==> config.mk <==
export PLATFORM = sky130hd
export DESIGN_NAME = spl_power_loss
export DESIGN_NICKNAME = d
export VERILOG_FILES = /design/src/pkg/spl_pkg.sv /design/src/pkg/spl_stop_if.sv /design/src/core/spl_stop_decode.sv /design/src/core/spl_power_loss.sv
export SDC_FILE = /design/constraint.sdc
export NUM_CORES = 1
export LEC_CHECK = 0
export ABC_CLOCK_PERIOD_IN_PS = 5400
export BUFFER_PORTS_ARGS = -buffer_cell sky130_fd_sc_hd__buf_2
export CAP_MARGIN = 25
export CORE_AREA = 5 5 97 99
export CTS_CLUSTER_DIAMETER = 200
export DETAILED_ROUTE_END_ITERATION = 6
export DIE_AREA = 0 0 102 104
export GPL_ROUTABILITY_DRIVEN = 0
export PLACE_DENSITY_LB_ADDON = 0.05
export SETUP_SLACK_MARGIN = 0.2
export SYNTH_ARGS = -nofsm -noshare
export SYNTH_HDL_FRONTEND = slang
export SYNTH_SLANG_ARGS = --single-unit
==> constraint.sdc <==
create_clock -name core_clk_i -period 5.4 [get_ports core_clk_i]
set_clock_uncertainty 0.2 [all_clocks]
set_input_delay 1.35 -clock core_clk_i [delete_from_list [all_inputs] [get_ports core_clk_i]]
set_output_delay 1.35 -clock core_clk_i [all_outputs]
set_load 0.005 [all_outputs]
==> src/pkg/spl_pkg.sv <==
package spl_pkg;
    // ==========================================
    // Setting widths and values after reset
    // ==========================================
    localparam int unsigned DETECT_W = 16;
    localparam int unsigned DEV_W = 20;
    localparam int unsigned POS_RANGE_W = 15;
    localparam logic status_sel_reset = 1'b0;
    localparam logic [DETECT_W-1:0] detect_time_invalid = 16'h03e8;
    localparam logic [3:0] stop_action_max = 4'h9;
    localparam logic [3:0] stop_action_emerg_first = 4'h8;
    localparam logic [3:0] stop_action_hold_first = 4'h4;
    // Detection time unit: 1 ms per step at 125 MHz
    localparam int unsigned CLK_MHZ = 125;
    localparam int unsigned DETECT_UNIT_US = 1000;
    localparam int unsigned TICK_CYCLES = CLK_MHZ * DETECT_UNIT_US;
    localparam int unsigned TICK_W = 17;
    // Braking modes on the brake output
    typedef enum logic [1:0] {
        SPL_BRAKE_DB = 2'h0,
        SPL_BRAKE_FREE = 2'h1,
        SPL_BRAKE_EMERG = 2'h2
    } spl_brake_type;
endpackage

==> src/pkg/spl_stop_if.sv <==
`timescale 1ns/1ps
// Stop-action decode passed from decoder to sequencer
interface spl_stop_if;
    logic [3:0] action;
    logic [1:0] decel_brake;
    logic [1:0] stall_brake;
    logic clear_dev;
    modport dec (input action, output decel_brake, output stall_brake, output clear_dev);
    modport seq (output action, input decel_brake, input stall_brake, input clear_dev);
endinterface

==> src/core/spl_stop_decode.sv <==
`timescale 1ns/1ps
// ==========================================
// Stop-action decoder
// ==========================================
module spl_stop_decode (
    spl_stop_if.dec stop
);
    import spl_pkg::*;
    // Table lookup: bit 0 picks free-run decel, bit 1 free-run stall (bit 0 at 8..9), bit 2 picks hold, 8..9 emergency decel
    always_comb begin
        stop.decel_brake = stop.action[0] ? SPL_BRAKE_FREE : SPL_BRAKE_DB;
        stop.stall_brake = stop.action[1] ? SPL_BRAKE_FREE : SPL_BRAKE_DB;
        stop.clear_dev = 1'b1;
        if (stop.action >= stop_action_emerg_first) begin
            stop.decel_brake = SPL_BRAKE_EMERG;
            stop.stall_brake = stop.action[0] ? SPL_BRAKE_FREE : SPL_BRAKE_DB;
        end else if (stop.action >= stop_action_hold_first) begin
            stop.clear_dev = 1'b0;
        end
    end
endmodule

==> src/core/spl_power_loss.sv <==
`timescale 1ns/1ps
module spl_power_loss (
    input wire logic core_clk_i,
    input wire logic rstn_i,
    input wire logic status_pin_select_i,
    input wire logic undervoltage_response_select_i,
    input wire logic [3:0] poweroff_stop_action_i,
    input wire logic [spl_pkg::DETECT_W-1:0] poweroff_detect_time_i,
    input wire logic main_power_ok_i,
    input wire logic bus_undervoltage_i,
    input wire logic servo_on_i,
    input wire logic cmd_done_i,
    input wire logic motor_stalled_i,
    input wire logic [spl_pkg::DEV_W-1:0] deviation_i,
    input wire logic [spl_pkg::POS_RANGE_W-1:0] in_position_range_i,
    input wire logic alarm_clear_i,
    output logic status_pin_o,
    output logic main_undervoltage_alarm_o,
    output logic servo_enable_o,
    output logic [1:0] brake_mode_o,
    output logic deviation_clear_o
);
    import spl_pkg::*;

    // ==========================================
    // Pin synchronisers
    // ==========================================
    logic pwr_meta_q, pwr_sync_q; // Main power present
    logic uv_meta_q, uv_sync_q; // DC bus below threshold
    always_ff @(posedge core_clk_i or negedge rstn_i) begin
        if (!rstn_i) begin
            pwr_meta_q <= 1'b1;
            pwr_sync_q <= 1'b1;
            uv_meta_q <= 1'b0;
            uv_sync_q <= 1'b0;
        end else begin
            pwr_meta_q <= main_power_ok_i;
            pwr_sync_q <= pwr_meta_q;
            uv_meta_q <= bus_undervoltage_i;
            uv_sync_q <= uv_meta_q;
        end
    end

    // ==========================================
    // Power-off detection timer
    // ==========================================
    logic [TICK_W-1:0] tick_q; // Cycles within one time unit
    logic [DETECT_W-1:0] off_units_q; // Whole units power has been off
    logic detected; // Shutoff persisted for the detect time
    // Count off-time; any return of power restarts it
    always_ff @(posedge core_clk_i or negedge rstn_i) begin
        if (!rstn_i) begin
            tick_q <= '0;
            off_units_q <= '0;
        end else if (pwr_sync_q) begin
            tick_q <= '0;
            off_units_q <= '0;
        end else if (!detected) begin
            if (tick_q == TICK_W'(TICK_CYCLES - 1)) begin
                tick_q <= '0;
                off_units_q <= off_units_q + 1'b1;
            end else begin
                tick_q <= tick_q + 1'b1;
            end
        end
    end
    assign detected = !pwr_sync_q && (off_units_q >= poweroff_detect_time_i);

    // ==========================================
    // Stop-action decode
    // ==========================================
    spl_stop_if stop ();
    assign stop.action = (poweroff_stop_action_i > stop_action_max) ? stop_action_max : poweroff_stop_action_i;
    spl_stop_decode u_dec (
        .stop(stop)
    );

    // ==========================================
    // Power-loss sequencer
    // ==========================================
    typedef enum logic [3:0] {
        SPL_RUN = 4'h1,
        SPL_DECEL = 4'h2,
        SPL_STALL = 4'h4,
        SPL_TRIP = 4'h8
    } spl_state_type;
    spl_state_type state_q;
    logic resp_valid; // Response setting honoured
    logic trip_req; // Undervoltage trip wanted
    logic soft_off_req; // Servo-off by stop action wanted
    assign resp_valid = poweroff_detect_time_i != detect_time_invalid;
    assign trip_req = uv_sync_q
        || (detected && servo_on_i && (undervoltage_response_select_i || !resp_valid));
    assign soft_off_req = detected && resp_valid && !undervoltage_response_select_i;

    // State transitions; trip takes priority
    always_ff @(posedge core_clk_i or negedge rstn_i) begin
        if (!rstn_i) begin
            state_q <= SPL_RUN;
        end else begin
            case (state_q)
                SPL_RUN: begin
                    if (trip_req) begin
                        state_q <= SPL_TRIP;
                    end else if (soft_off_req) begin
                        state_q <= motor_stalled_i ? SPL_STALL : SPL_DECEL;
                    end
                end
                SPL_DECEL: begin
                    if (trip_req) begin
                        state_q <= SPL_TRIP;
                    end else if (motor_stalled_i) begin
                        state_q <= SPL_STALL;
                    end
                end
                SPL_STALL: begin
                    if (trip_req) begin
                        state_q <= SPL_TRIP;
                    end else if (pwr_sync_q) begin
                        state_q <= SPL_RUN;
                    end
                end
                SPL_TRIP: begin
                    if (alarm_clear_i && !trip_req) begin
                        state_q <= SPL_RUN;
                    end
                end
                default: begin
                    state_q <= SPL_RUN;
                end
            endcase
        end
    end

    // ==========================================
    // Outputs
    // ==========================================
    logic done_q; // Positioning complete
    logic [DEV_W-1:0] dev_mag; // Deviation magnitude
    assign dev_mag = deviation_i[DEV_W-1] ? DEV_W'(-deviation_i) : deviation_i;
    always_ff @(posedge core_clk_i or negedge rstn_i) begin
        if (!rstn_i) begin
            done_q <= 1'b0;
        end else begin
            done_q <= cmd_done_i && (dev_mag <= DEV_W'(in_position_range_i));
        end
    end

    // Status pin, alarm, enable, brake and deviation clear
    always_ff @(posedge core_clk_i or negedge rstn_i) begin
        if (!rstn_i) begin
            status_pin_o <= 1'b0;
            main_undervoltage_alarm_o <= 1'b0;
            servo_enable_o <= 1'b0;
            brake_mode_o <= SPL_BRAKE_DB;
            deviation_clear_o <= 1'b0;
        end else begin
            status_pin_o <= status_pin_select_i ? (state_q == SPL_DECEL) : done_q;
            main_undervoltage_alarm_o <= (state_q == SPL_TRIP);
            servo_enable_o <= servo_on_i && (state_q == SPL_RUN);
            brake_mode_o <= (state_q == SPL_STALL) ? stop.stall_brake : stop.decel_brake;
            deviation_clear_o <= (state_q == SPL_DECEL || state_q == SPL_STALL) && stop.clear_dev;
        end
    end

    // ==========================================
    // Checks
    // ==========================================
    property p_pin_select;
        @(posedge core_clk_i) disable iff (!rstn_i)
        $stable(status_pin_select_i) && !status_pin_select_i |=> status_pin_o == $past(done_q);
    endproperty
    a_pin_select: assert property (p_pin_select) else $error("pin not done");

    property p_decel_pin;
        @(posedge core_clk_i) disable iff (!rstn_i)
        status_pin_select_i && state_q == SPL_DECEL ##1 status_pin_select_i |-> status_pin_o;
    endproperty
    a_decel_pin: assert property (p_decel_pin) else $error("decel not shown");

    property p_no_early;
        @(posedge core_clk_i) disable iff (!rstn_i)
        state_q == SPL_RUN && !uv_sync_q && !detected |=> state_q != SPL_TRIP;
    endproperty
    a_no_early: assert property (p_no_early) else $error("early trip");

    property p_trip;
        @(posedge core_clk_i) disable iff (!rstn_i)
        state_q == SPL_RUN && detected && servo_on_i && undervoltage_response_select_i
            |=> state_q == SPL_TRIP ##1 main_undervoltage_alarm_o;
    endproperty
    a_trip: assert property (p_trip) else $error("no trip");

    property p_soft;
        @(posedge core_clk_i) disable iff (!rstn_i)
        state_q == SPL_RUN && soft_off_req && !uv_sync_q
            |=> state_q inside {SPL_DECEL, SPL_STALL} ##1 !servo_enable_o;
    endproperty
    a_soft: assert property (p_soft) else $error("no soft off");

    property p_invalid;
        @(posedge core_clk_i) disable iff (!rstn_i)
        poweroff_detect_time_i == detect_time_invalid |-> !soft_off_req;
    endproperty
    a_invalid: assert property (p_invalid) else $error("response used");

    property p_bus_uv;
        @(posedge core_clk_i) disable iff (!rstn_i)
        uv_sync_q && state_q != SPL_TRIP |=> state_q == SPL_TRIP;
    endproperty
    a_bus_uv: assert property (p_bus_uv) else $error("bus uv missed");

    property p_brake;
        @(posedge core_clk_i) disable iff (!rstn_i)
        state_q == SPL_DECEL && poweroff_stop_action_i == 4'h1 |=> brake_mode_o == SPL_BRAKE_FREE;
    endproperty
    a_brake: assert property (p_brake) else $error("brake wrong");

    property p_hold;
        @(posedge core_clk_i) disable iff (!rstn_i)
        poweroff_stop_action_i inside {[4'h4:4'h7]} |=> !deviation_clear_o;
    endproperty
    a_hold: assert property (p_hold) else $error("hold cleared");

    property p_done;
        @(posedge core_clk_i) disable iff (!rstn_i)
        !cmd_done_i |=> !done_q;
    endproperty
    a_done: assert property (p_done) else $error("done early");
endmodule

==> qor.yml, run 1 <==
timing:
  whs_ns: 0.1651
  relSlewSlack_pct: 51.92
  min_period_ns: 3.860
  finalCritPeriodShare_pct: 71.49
  max_slew.worst_pin.slew_ns: 0.7213
  fmax_ghz: 0.2590
  final_max_slew_viol_count: 0
  setup_viol: 0
  rsz0062_at_grt: "false"
  hold_viol: 0
  final.setup.tns_ns: 0
floorplan:
  coreArea_um2: 8466
  io_pins: 71
  fp.dieW_um: 102
  die_height_um: 104
  rows: 34
  start_util_pct: 43.87
  die_area_um2: 10610
worst_setup_path:
  cp.arrival_ns: 3.86
  critical_path_class: "in -> reg"
  cp_max_fo: 5
  crit_path_end_kind: "register"
  rr_endpoint: "state_q[1]"
  required_ns: 5.40
  crit_start: "deviation_i[7]"
  rrSetupSlack_ns: 2.41
  crit_end: "done_q"
  cp-start-kind: "primary input"
  r2r_cells: 8
  r2r-start: "off_units_q[13]"
clocking:
  postCtsSetupRepairBufs: 0
  htree_levels: 2
  holdBufCountCts: 0
  ctsResizeCount: 0
  cts_made_buffers: 5
  root_buffer: "clkbuf_8"
  cts_tree: "done"
  clk_pin_slew_ns: 0.08
  cts.sinks: 48
  clk_latency_ns: 0.30
  ctsLongestPathBuffers: 2
yosys:
  synth_cell_types: 53
  synth_nets: 541
  synth_seq_area_share_pct: 32.45
  synth_warnings: 0
  postSynthAreaPerCell_um2: 8.402
  netlist_area_um2: 3714
  synthArstFlopShare_pct: 100.0
  ys.flop_type: "dfrtp_1"
  synth_edf_count: 0
  syn_inst: 442
  yosys_register_bits: 48
outcome:
  status: "completed"
place:
  portBuffers: 70
  placedCellCount: 604
  place_hpwl_um: 6746
  placed_cell_area_um2: 4144
finish:
  diodes: 0
  final_nets: 602
  drive_gt1_share_pct: 18.65
  fin_cells: 612
  final_cell_area_um2: 4233
  syn_to_final_growth_pct: 13.98
  mostFrequentLayoutCells: "70 x buf_2, 45 x dfrtp_1, 42 x inv_1, 39 x o21ai_0, 34 x ha_1"
  fill_cells: 857
  mostFrequentLayoutCell: "buf_2"
global_routing:
  grt_pass1_vias: 3415
  grt_max_degree: 50
  track_usage_pct: 17.02
  antenna_found_initial: 0
  grt_overflow: 0
  grt_pass1_wl_um: 15190
min_path:
  hp-class: "reg -> reg"
routing:
  viasPerCell: 5.627
  vias: 3444
  wl_per_cell_um: 14.33
  route.detailed.drc: 0
  drt-initial-drc-count: 120
  first_pass_iters: 4
  routed_wl_um: 8768
  drtAntennaViolNets: 0
power:
  pwr_density_cell_nw_per_um2: 185.9
  ir_drop_mv: 0.1495
  p_leak_nw: 1.951
run:
  maxCapViolations: 0
-- sequential cells by signal, indices dropped and copies added, names as in the netlist --
signal	count
tick_q	17
off_units_q	16
state_q	4
brake_mode_o	2
deviation_clear_o	1
done_q	1
main_undervoltage_alarm_o	1
pwr_meta_q	1
pwr_sync_q	1
servo_enable_o	1
status_pin_o	1
uv_meta_q	1
uv_sync_q	1
-- kinds of logic (layout without fill, tap and decap cells) --
logic type               Yosys count  after routing  synth area share (%)
AO/OA/AOI/OAI                    129            129                 22.24
AND/OR/NAND/NOR                  154            154                 23.42
adder cells (fa/ha/maj)           34             34                 11.46
XOR/XNOR                          14             14                 3.302
multiplexers                       3              3                0.8423
flip-flops                        48             48                 32.45
buffers and inverters             60            122                 6.301
-- how the worst min path moves through the flow --
stage	startpoint	to	slack [ns]	depth (start not counted)
after floorplan	uv_meta_q	uv_sync_q	0.13	0
after global placement	uv_meta_q	uv_sync_q	0.13	0
after detailed placement	uv_meta_q	uv_sync_q	0.14	0
after CTS	uv_meta_q	uv_sync_q	0.16	0
after global routing	pwr_meta_q	pwr_sync_q	0.17	0
final	pwr_meta_q	pwr_sync_q	0.17	0
-- final cells by class --
class                           count  area [um^2]  share of cell area [%]
Tap cell                          108        135.1                   3.192
Timing Repair Buffer               72        365.4                   8.631
Clock inverter                      2        16.27                  0.3843
Multi-Input combinational cell    334         2281                   53.89
Inverter                           42        157.7                   3.724
Sequential cell                    48         1205                   28.47
Clock buffer                        6        72.57                   1.714
-- worst max-delay path, stage by stage --
cell      delay, ns
buf_2          0.13
or4_4          0.54
or2_2          0.29
o31ai_1        0.24
xnor2_1        0.10
ha_1           0.30
nand4_1        0.09
or2_2          0.29
nor3_1         0.19
a21oi_1        0.10
a211oi_2       0.22
-- per-stage QoR --
stage          power (mW)  utilization (%)  setup WS (ns)
2_1_floorplan      0.5095                -          1.520
3_3_place_gp       0.5761            48.95          1.283
3_5_place_dp       0.5788            48.95          1.231
4_1_cts            0.7964            50.00          1.531
5_1_grt            0.8392            50.00          1.320
6_report           0.7870            50.00          1.540
-- metal layers --
metal	vias up	track usage, %	part of all wire, %
met4	0	3.280	0.48
met3	2	2.817	4.2
met1	1626	23.72	49
met5	-	0	0
li1	1757	-	-
met2	59	27.76	46
-- cells in the mapped netlist (8+ instances only) --
library cell | count | area (um^2)
dfrtp_1 | 45 | 1126
and3_1 | 8 | 50.05
clkbuf_1 | 11 | 41.29
inv_1 | 42 | 157.7
or4_1 | 10 | 75.07
nor2_1 | 21 | 78.83
nor2b_1 | 8 | 50.05
o21ai_0 | 39 | 195.2
nand2_1 | 31 | 116.4
o31ai_1 | 20 | 150.1
a31oi_1 | 8 | 50.05
nand2b_1 | 8 | 50.05
nand3_1 | 20 | 100.1
ha_1 | 34 | 425.4
a21oi_1 | 30 | 150.1
xnor2_1 | 14 | 122.6
-- power breakdown --
group          switching, mW  internal (mW)
combinational         0.0937         0.0801
sequential            0.0183          0.378
clock                  0.124         0.0924
total                  0.236          0.551
No activity file was read; power rests on OpenSTA's default activity.
==> run 2: changes to the inputs <==
- ABC_CLOCK_PERIOD_IN_PS: 5400 -> 3400
- clock period: 5.4 -> 3.4 ns (I/O delays scaled with it)
==> qor.yml, run 2 (same netlist as run 1, synthesis figures left out) <==
power:
  p_total_mw: 1.282
  pwr_density_cell_nw_per_um2: 287.2
  p_leak_nw: 2.078
  ir_drop_mv: 0.1909
timing:
  rsz0062_at_grt: "true"
  worst_slack_ns: 0.2791
  hold_viol: 0
  max_slew.worst_pin.slew_ns: 0.6409
  setup_viol: 0
  relSlewSlack_pct: 57.07
  min_period_ns: 3.121
  fmax_ghz: 0.3204
  whs_ns: 0.1402
  final_max_slew_viol_count: 0
  final.setup.tns_ns: 0
  finalCritPeriodShare_pct: 91.79
floorplan:
  io_pins: 71
  coreArea_um2: 8466
  start_util_pct: 43.87
  rows: 34
  die_area_um2: 10610
  die_height_um: 104
  fp.dieW_um: 102
finish:
  mostFrequentLayoutCells: "70 x buf_2, 45 x dfrtp_1, 42 x inv_1, 39 x o21ai_0, 34 x ha_1"
  biggestRegsByFlops: "tick_q: 17 flops, off_units_q: 16 flops, state_q: 4 flops"
  mostFrequentLayoutCell: "buf_2"
  syn_to_final_growth_pct: 20.22
  final_cell_area_um2: 4464
  diodes: 0
  fill_cells: 824
  post-route-util_pct: 52.73
  final_nets: 622
  fin_cells: 632
  drive_gt1_share_pct: 23.28
  regMostFlops: "tick_q"
  largest_reg_flops: 17
clocking:
  holdBufCountCts: 0
  cts_tree: "done"
  root_buffer: "clkbuf_8"
  clk_latency_ns: 0.29
  clk_pin_slew_ns: 0.09
  ctsLongestPathBuffers: 2
  htree_levels: 2
  postCtsSetupRepairBufs: 0
  cts_made_buffers: 5
  ctsResizeCount: 0
  cts.sinks: 48
place:
  dp_slack_ns: -0.09162
  placedCellCount: 624
  place_hpwl_um: 7006
  placed_cell_area_um2: 4350
  portBuffers: 70
min_path:
  holdPathEnd: "pwr_sync_q"
  hp-class: "reg -> reg"
  hp-start: "pwr_meta_q"
  worstHoldPathCells: 0
routing:
  drtAntennaViolNets: 0
  drt-initial-drc-count: 158
  routed_wl_um: 8733
  route.detailed.drc: 0
  viasPerCell: 5.492
  wl_per_cell_um: 13.82
  vias: 3471
  first_pass_iters: 4
worst_setup_path:
  critical_path_class: "in -> reg"
  r2r_cells: 9
  cp_max_fo: 3
  r2r-start: "off_units_q[0]"
  rr_endpoint: "off_units_q[7]"
  rrSetupSlack_ns: 0.63
  cp.arrival_ns: 3.12
  cp-start-kind: "primary input"
  required_ns: 3.39
  crit_path_end_kind: "register"
global_routing:
  grt_pass1_wl_um: 14910
  track_usage_pct: 16.73
  grt_overflow: 0
  grt_max_degree: 34
  grt_pass1_vias: 3354
  antenna_found_initial: 0
outcome:
  status: "completed"
run:
  maxCapViolations: 0
-- run 2: cell types whose count changed in the layout (fill, tap and decap cells not counted), moves of 2 or more --
cell	change
or2_2	-2
o31ai_1	-2
buf_4	+19
or2_4	+2
-- run 2: layout make-up --
type / count / area (um^2) / share of cell area, %
clock buffers: 7 / 86.33 / 1.934
clock inverters: 1 / 7.507 / 0.1682
well taps: 108 / 135.1 / 3.027
flip-flops and latches: 48 / 1205 / 26.99
multi-input cells: 334 / 2345 / 52.52
inverters: 42 / 157.7 / 3.531
repair buffers: 92 / 528.0 / 11.83
-- run 2: power breakdown --
part           internal (mW)  switching (mW)
clock network          0.166           0.186
logic                  0.143           0.162
registers              0.601          0.0245
total                  0.910           0.373
-- run 2: worst max-delay path, stage by stage --
cell      delay (ns)
buf_2           0.10
or4_4           0.54
or2_4           0.26
o31ai_4         0.17
xnor2_1         0.10
ha_1            0.31
nand4_1         0.10
or2_4           0.26
nor3_4          0.12
a21oi_2         0.08
a211oi_2        0.22
-- run 2: routing by layer --
layer  global-route usage [%]  share of wire (%)  vias up
met3                    3.286                4.6        6
met1                    23.18                 48     1602
met2                    26.51                 47       74
met5                        0                  0        -
met4                    4.311               0.89        0
li1                         -                  -     1789
-- run 2: how the worst max path moves through the flow --
stage                   start      to  slack [ns]  cells past startpoint
2_1_floorplan  deviation_i[7]  done_q        0.15                      9
3_3_place_gp   deviation_i[7]  done_q       -0.04                     10
3_5_place_dp   deviation_i[7]  done_q       -0.09                     11
4_1_cts        deviation_i[7]  done_q        0.20                     11
5_1_grt        deviation_i[7]  done_q        0.16                     11
6_report       deviation_i[7]  done_q        0.28                     11
==> run 3: changes to the inputs <==
- ABC_AREA: not set -> 1
- CORE_AREA: 5 5 97 99 -> 5 5 100 102
- DIE_AREA: 0 0 102 104 -> 0 0 105 107
- SKIP_CTS_REPAIR_TIMING: not set -> 1
==> qor.yml, run 3 <==
outcome:
  status: "completed"
timing:
  min_period_ns: 2.789
  final.setup.tns_ns: 0
  relSlewSlack_pct: 54.34
  setup_viol: 0
  rsz0062_at_grt: "false"
  max_slew.worst_pin.slew_ns: 0.6842
  hold_viol: 0
  fmax_ghz: 0.3586
  finalCritPeriodShare_pct: 82.02
  final_max_slew_viol_count: 0
routing:
  viasPerCell: 4.942
  route.detailed.drc: 0
  wl_per_cell_um: 12.20
  drtAntennaViolNets: 0
  drt-initial-drc-count: 109
  vias: 3598
  first_pass_iters: 4
  routed_wl_um: 8879
yosys:
  yosys_register_bits: 48
  synthArstFlopShare_pct: 100.0
  ys.flop_type: "dfrtp_1"
  netlist_area_um2: 3906
  synth_cell_types: 41
  postSynthAreaPerCell_um2: 7.207
  synth_nets: 641
  synth.area.top_cells: "dfrtp_1 29%, nand2_1 11%, ha_1 11%"
  synth_seq_area_share_pct: 30.85
  yosys.area.top_type: "dfrtp_1"
  synth.top_cell.area_share_pct: 28.83
  syn_inst: 542
  yosysMostFrequentCell: "nand2_1"
  synth_warnings: 0
  synth_common_cells: "115 x nand2_1, 87 x inv_1, 51 x nor2_1"
  synth_edf_count: 0
clocking:
  clk_pin_slew_ns: 0.09
  htree_levels: 2
  cts_tree: "done"
  cts.sinks: 48
  cts_made_buffers: 5
  clk_latency_ns: 0.30
  ctsLongestPathBuffers: 2
  root_buffer: "clkbuf_8"
finish:
  diodes: 0
  fin_cells: 728
  final_nets: 715
  ff_latch_area_um2: 1205
  syn_to_final_growth_pct: 15.18
  multi_input_area_um2: 2302
  mostFrequentLayoutCells: "115 x nand2_1, 87 x inv_1, 70 x buf_2, 51 x nor2_1, 45 x dfrtp_1"
  fill_cells: 924
  drive_gt1_share_pct: 19.12
  biggestRegsByFlops: "tick_q: 17 flops, off_units_q: 16 flops, state_q: 4 flops"
  mostFrequentLayoutCell: "nand2_1"
  regMostFlops: "tick_q"
  final_cell_area_um2: 4499
  largest_reg_flops: 17
min_path:
  hp-start: "uv_meta_q"
  holdPathEnd: "uv_sync_q"
  hp-class: "reg -> reg"
  worstHoldPathCells: 0
worst_setup_path:
  rrSetupSlack_ns: 0.86
  cp_max_fo: 3
  cp.arrival_ns: 2.81
  required_ns: 3.43
  r2r_cells: 16
  critical_path_class: "in -> reg"
  crit_path_end_kind: "register"
  rr_endpoint: "off_units_q[4]"
  cp-start-kind: "primary input"
  r2r-start: "off_units_q[7]"
global_routing:
  grt_pass1_vias: 3622
  track_usage_pct: 16.39
  grt_overflow: 0
  grt_max_degree: 30
  grt_pass1_wl_um: 15690
  antenna_found_initial: 0
floorplan:
  die_area_um2: 11240
  fp.dieW_um: 105
  rows: 35
  coreArea_um2: 9021
  io_pins: 71
  die_height_um: 107
  start_util_pct: 43.30
power:
  ir_drop_mv: 0.2471
  p_leak_nw: 2.318
  p_total_mw: 1.466
  pwr_density_cell_nw_per_um2: 325.9
run:
  maxCapViolations: 0
place:
  placed_cell_area_um2: 4388
  portBuffers: 70
  place_hpwl_um: 7265
  placedCellCount: 720
==> run 3: cell count changes after synthesis, moves of 10 or more <==
cell / previous run / this run
inv_1: 42 / 87
nand2_1: 31 / 115
nand4_1: 7 / 18
nor2_1: 21 / 51
nor3_1: 5 / 20
o21ai_0: 39 / 18
o31ai_1: 20 / 9
or4_1: 10 / 0
xor2_1: 0 / 20
==> run 3: critical path, stage by stage <==
cell and delay, ns:
buf_2 0.11, nor2_2 0.13, nand2_1 0.07, nor2_2 0.12
nand2_1 0.09, nor3_2 0.21, nor2_1 0.09, xor2_1 0.15
ha_1 0.30, nand2_1 0.05, inv_1 0.07, nand4_1 0.09
nor3_1 0.17, nand4_1 0.11, nand2_1 0.08, nand2_1 0.04
nor2_1 0.07
==> run 3: kinds of logic after synthesis <==
family                     after synthesis  share of synthesized area (%)
buffers and inverters                  100                          10.22
and+or+nand+nor                        260                          30.97
xor gates and xnor gates                27                          6.054
AOI/OAI and AO/OA                       73                          11.02
adders and majority gates               34                          10.89
DFF                                     48                          30.85
==> run 3: cell type report <==
cell class | count | area share, %
clock buffers | 5 | 1.529
clock inverters | 3 | 0.9455
inverters | 93 | 7.759
multi-input cells | 394 | 51.17
flip-flops and latches | 48 | 26.78
well taps | 111 | 3.087
repair buffers | 74 | 8.732
==> run 3: worst max-delay path by stage <==
stage                         from  endpoint
finish              deviation_i[3]    done_q
global placement    deviation_i[0]    done_q
CTS                 deviation_i[3]    done_q
floorplan           deviation_i[0]    done_q
global route        deviation_i[3]    done_q
detailed placement  deviation_i[3]    done_q
==> run 3: layer usage <==
metal  GRT usage [%]  vias to the layer above  wire, um
met5               0                        -         0
met4           4.658                        0       169
met3           3.672                       13       462
met2           27.25                       75      4037
met1           21.38                     1601      4209
li1                -                     1909         -
==> run 3: where the power goes <==
part           internal [mW]  switching [mW]  total [mW]
combinational          0.162           0.228       0.390
clock                  0.218           0.196       0.414
sequential             0.628          0.0347       0.663
total                   1.01           0.459        1.47
==> run 3: per-stage QoR <==
stage	worst slack [ns]	hold WS [ns]	utilization (%)
after global placement	0.3692	0.1343	48.64
after global routing	0.3402	0.1636	49.88
after detailed placement	0.2757	0.1381	48.64
final	0.6114	0.1585	49.88
after CTS	0.5866	0.1605	49.88
after floorplan	0.6201	0.1312	-
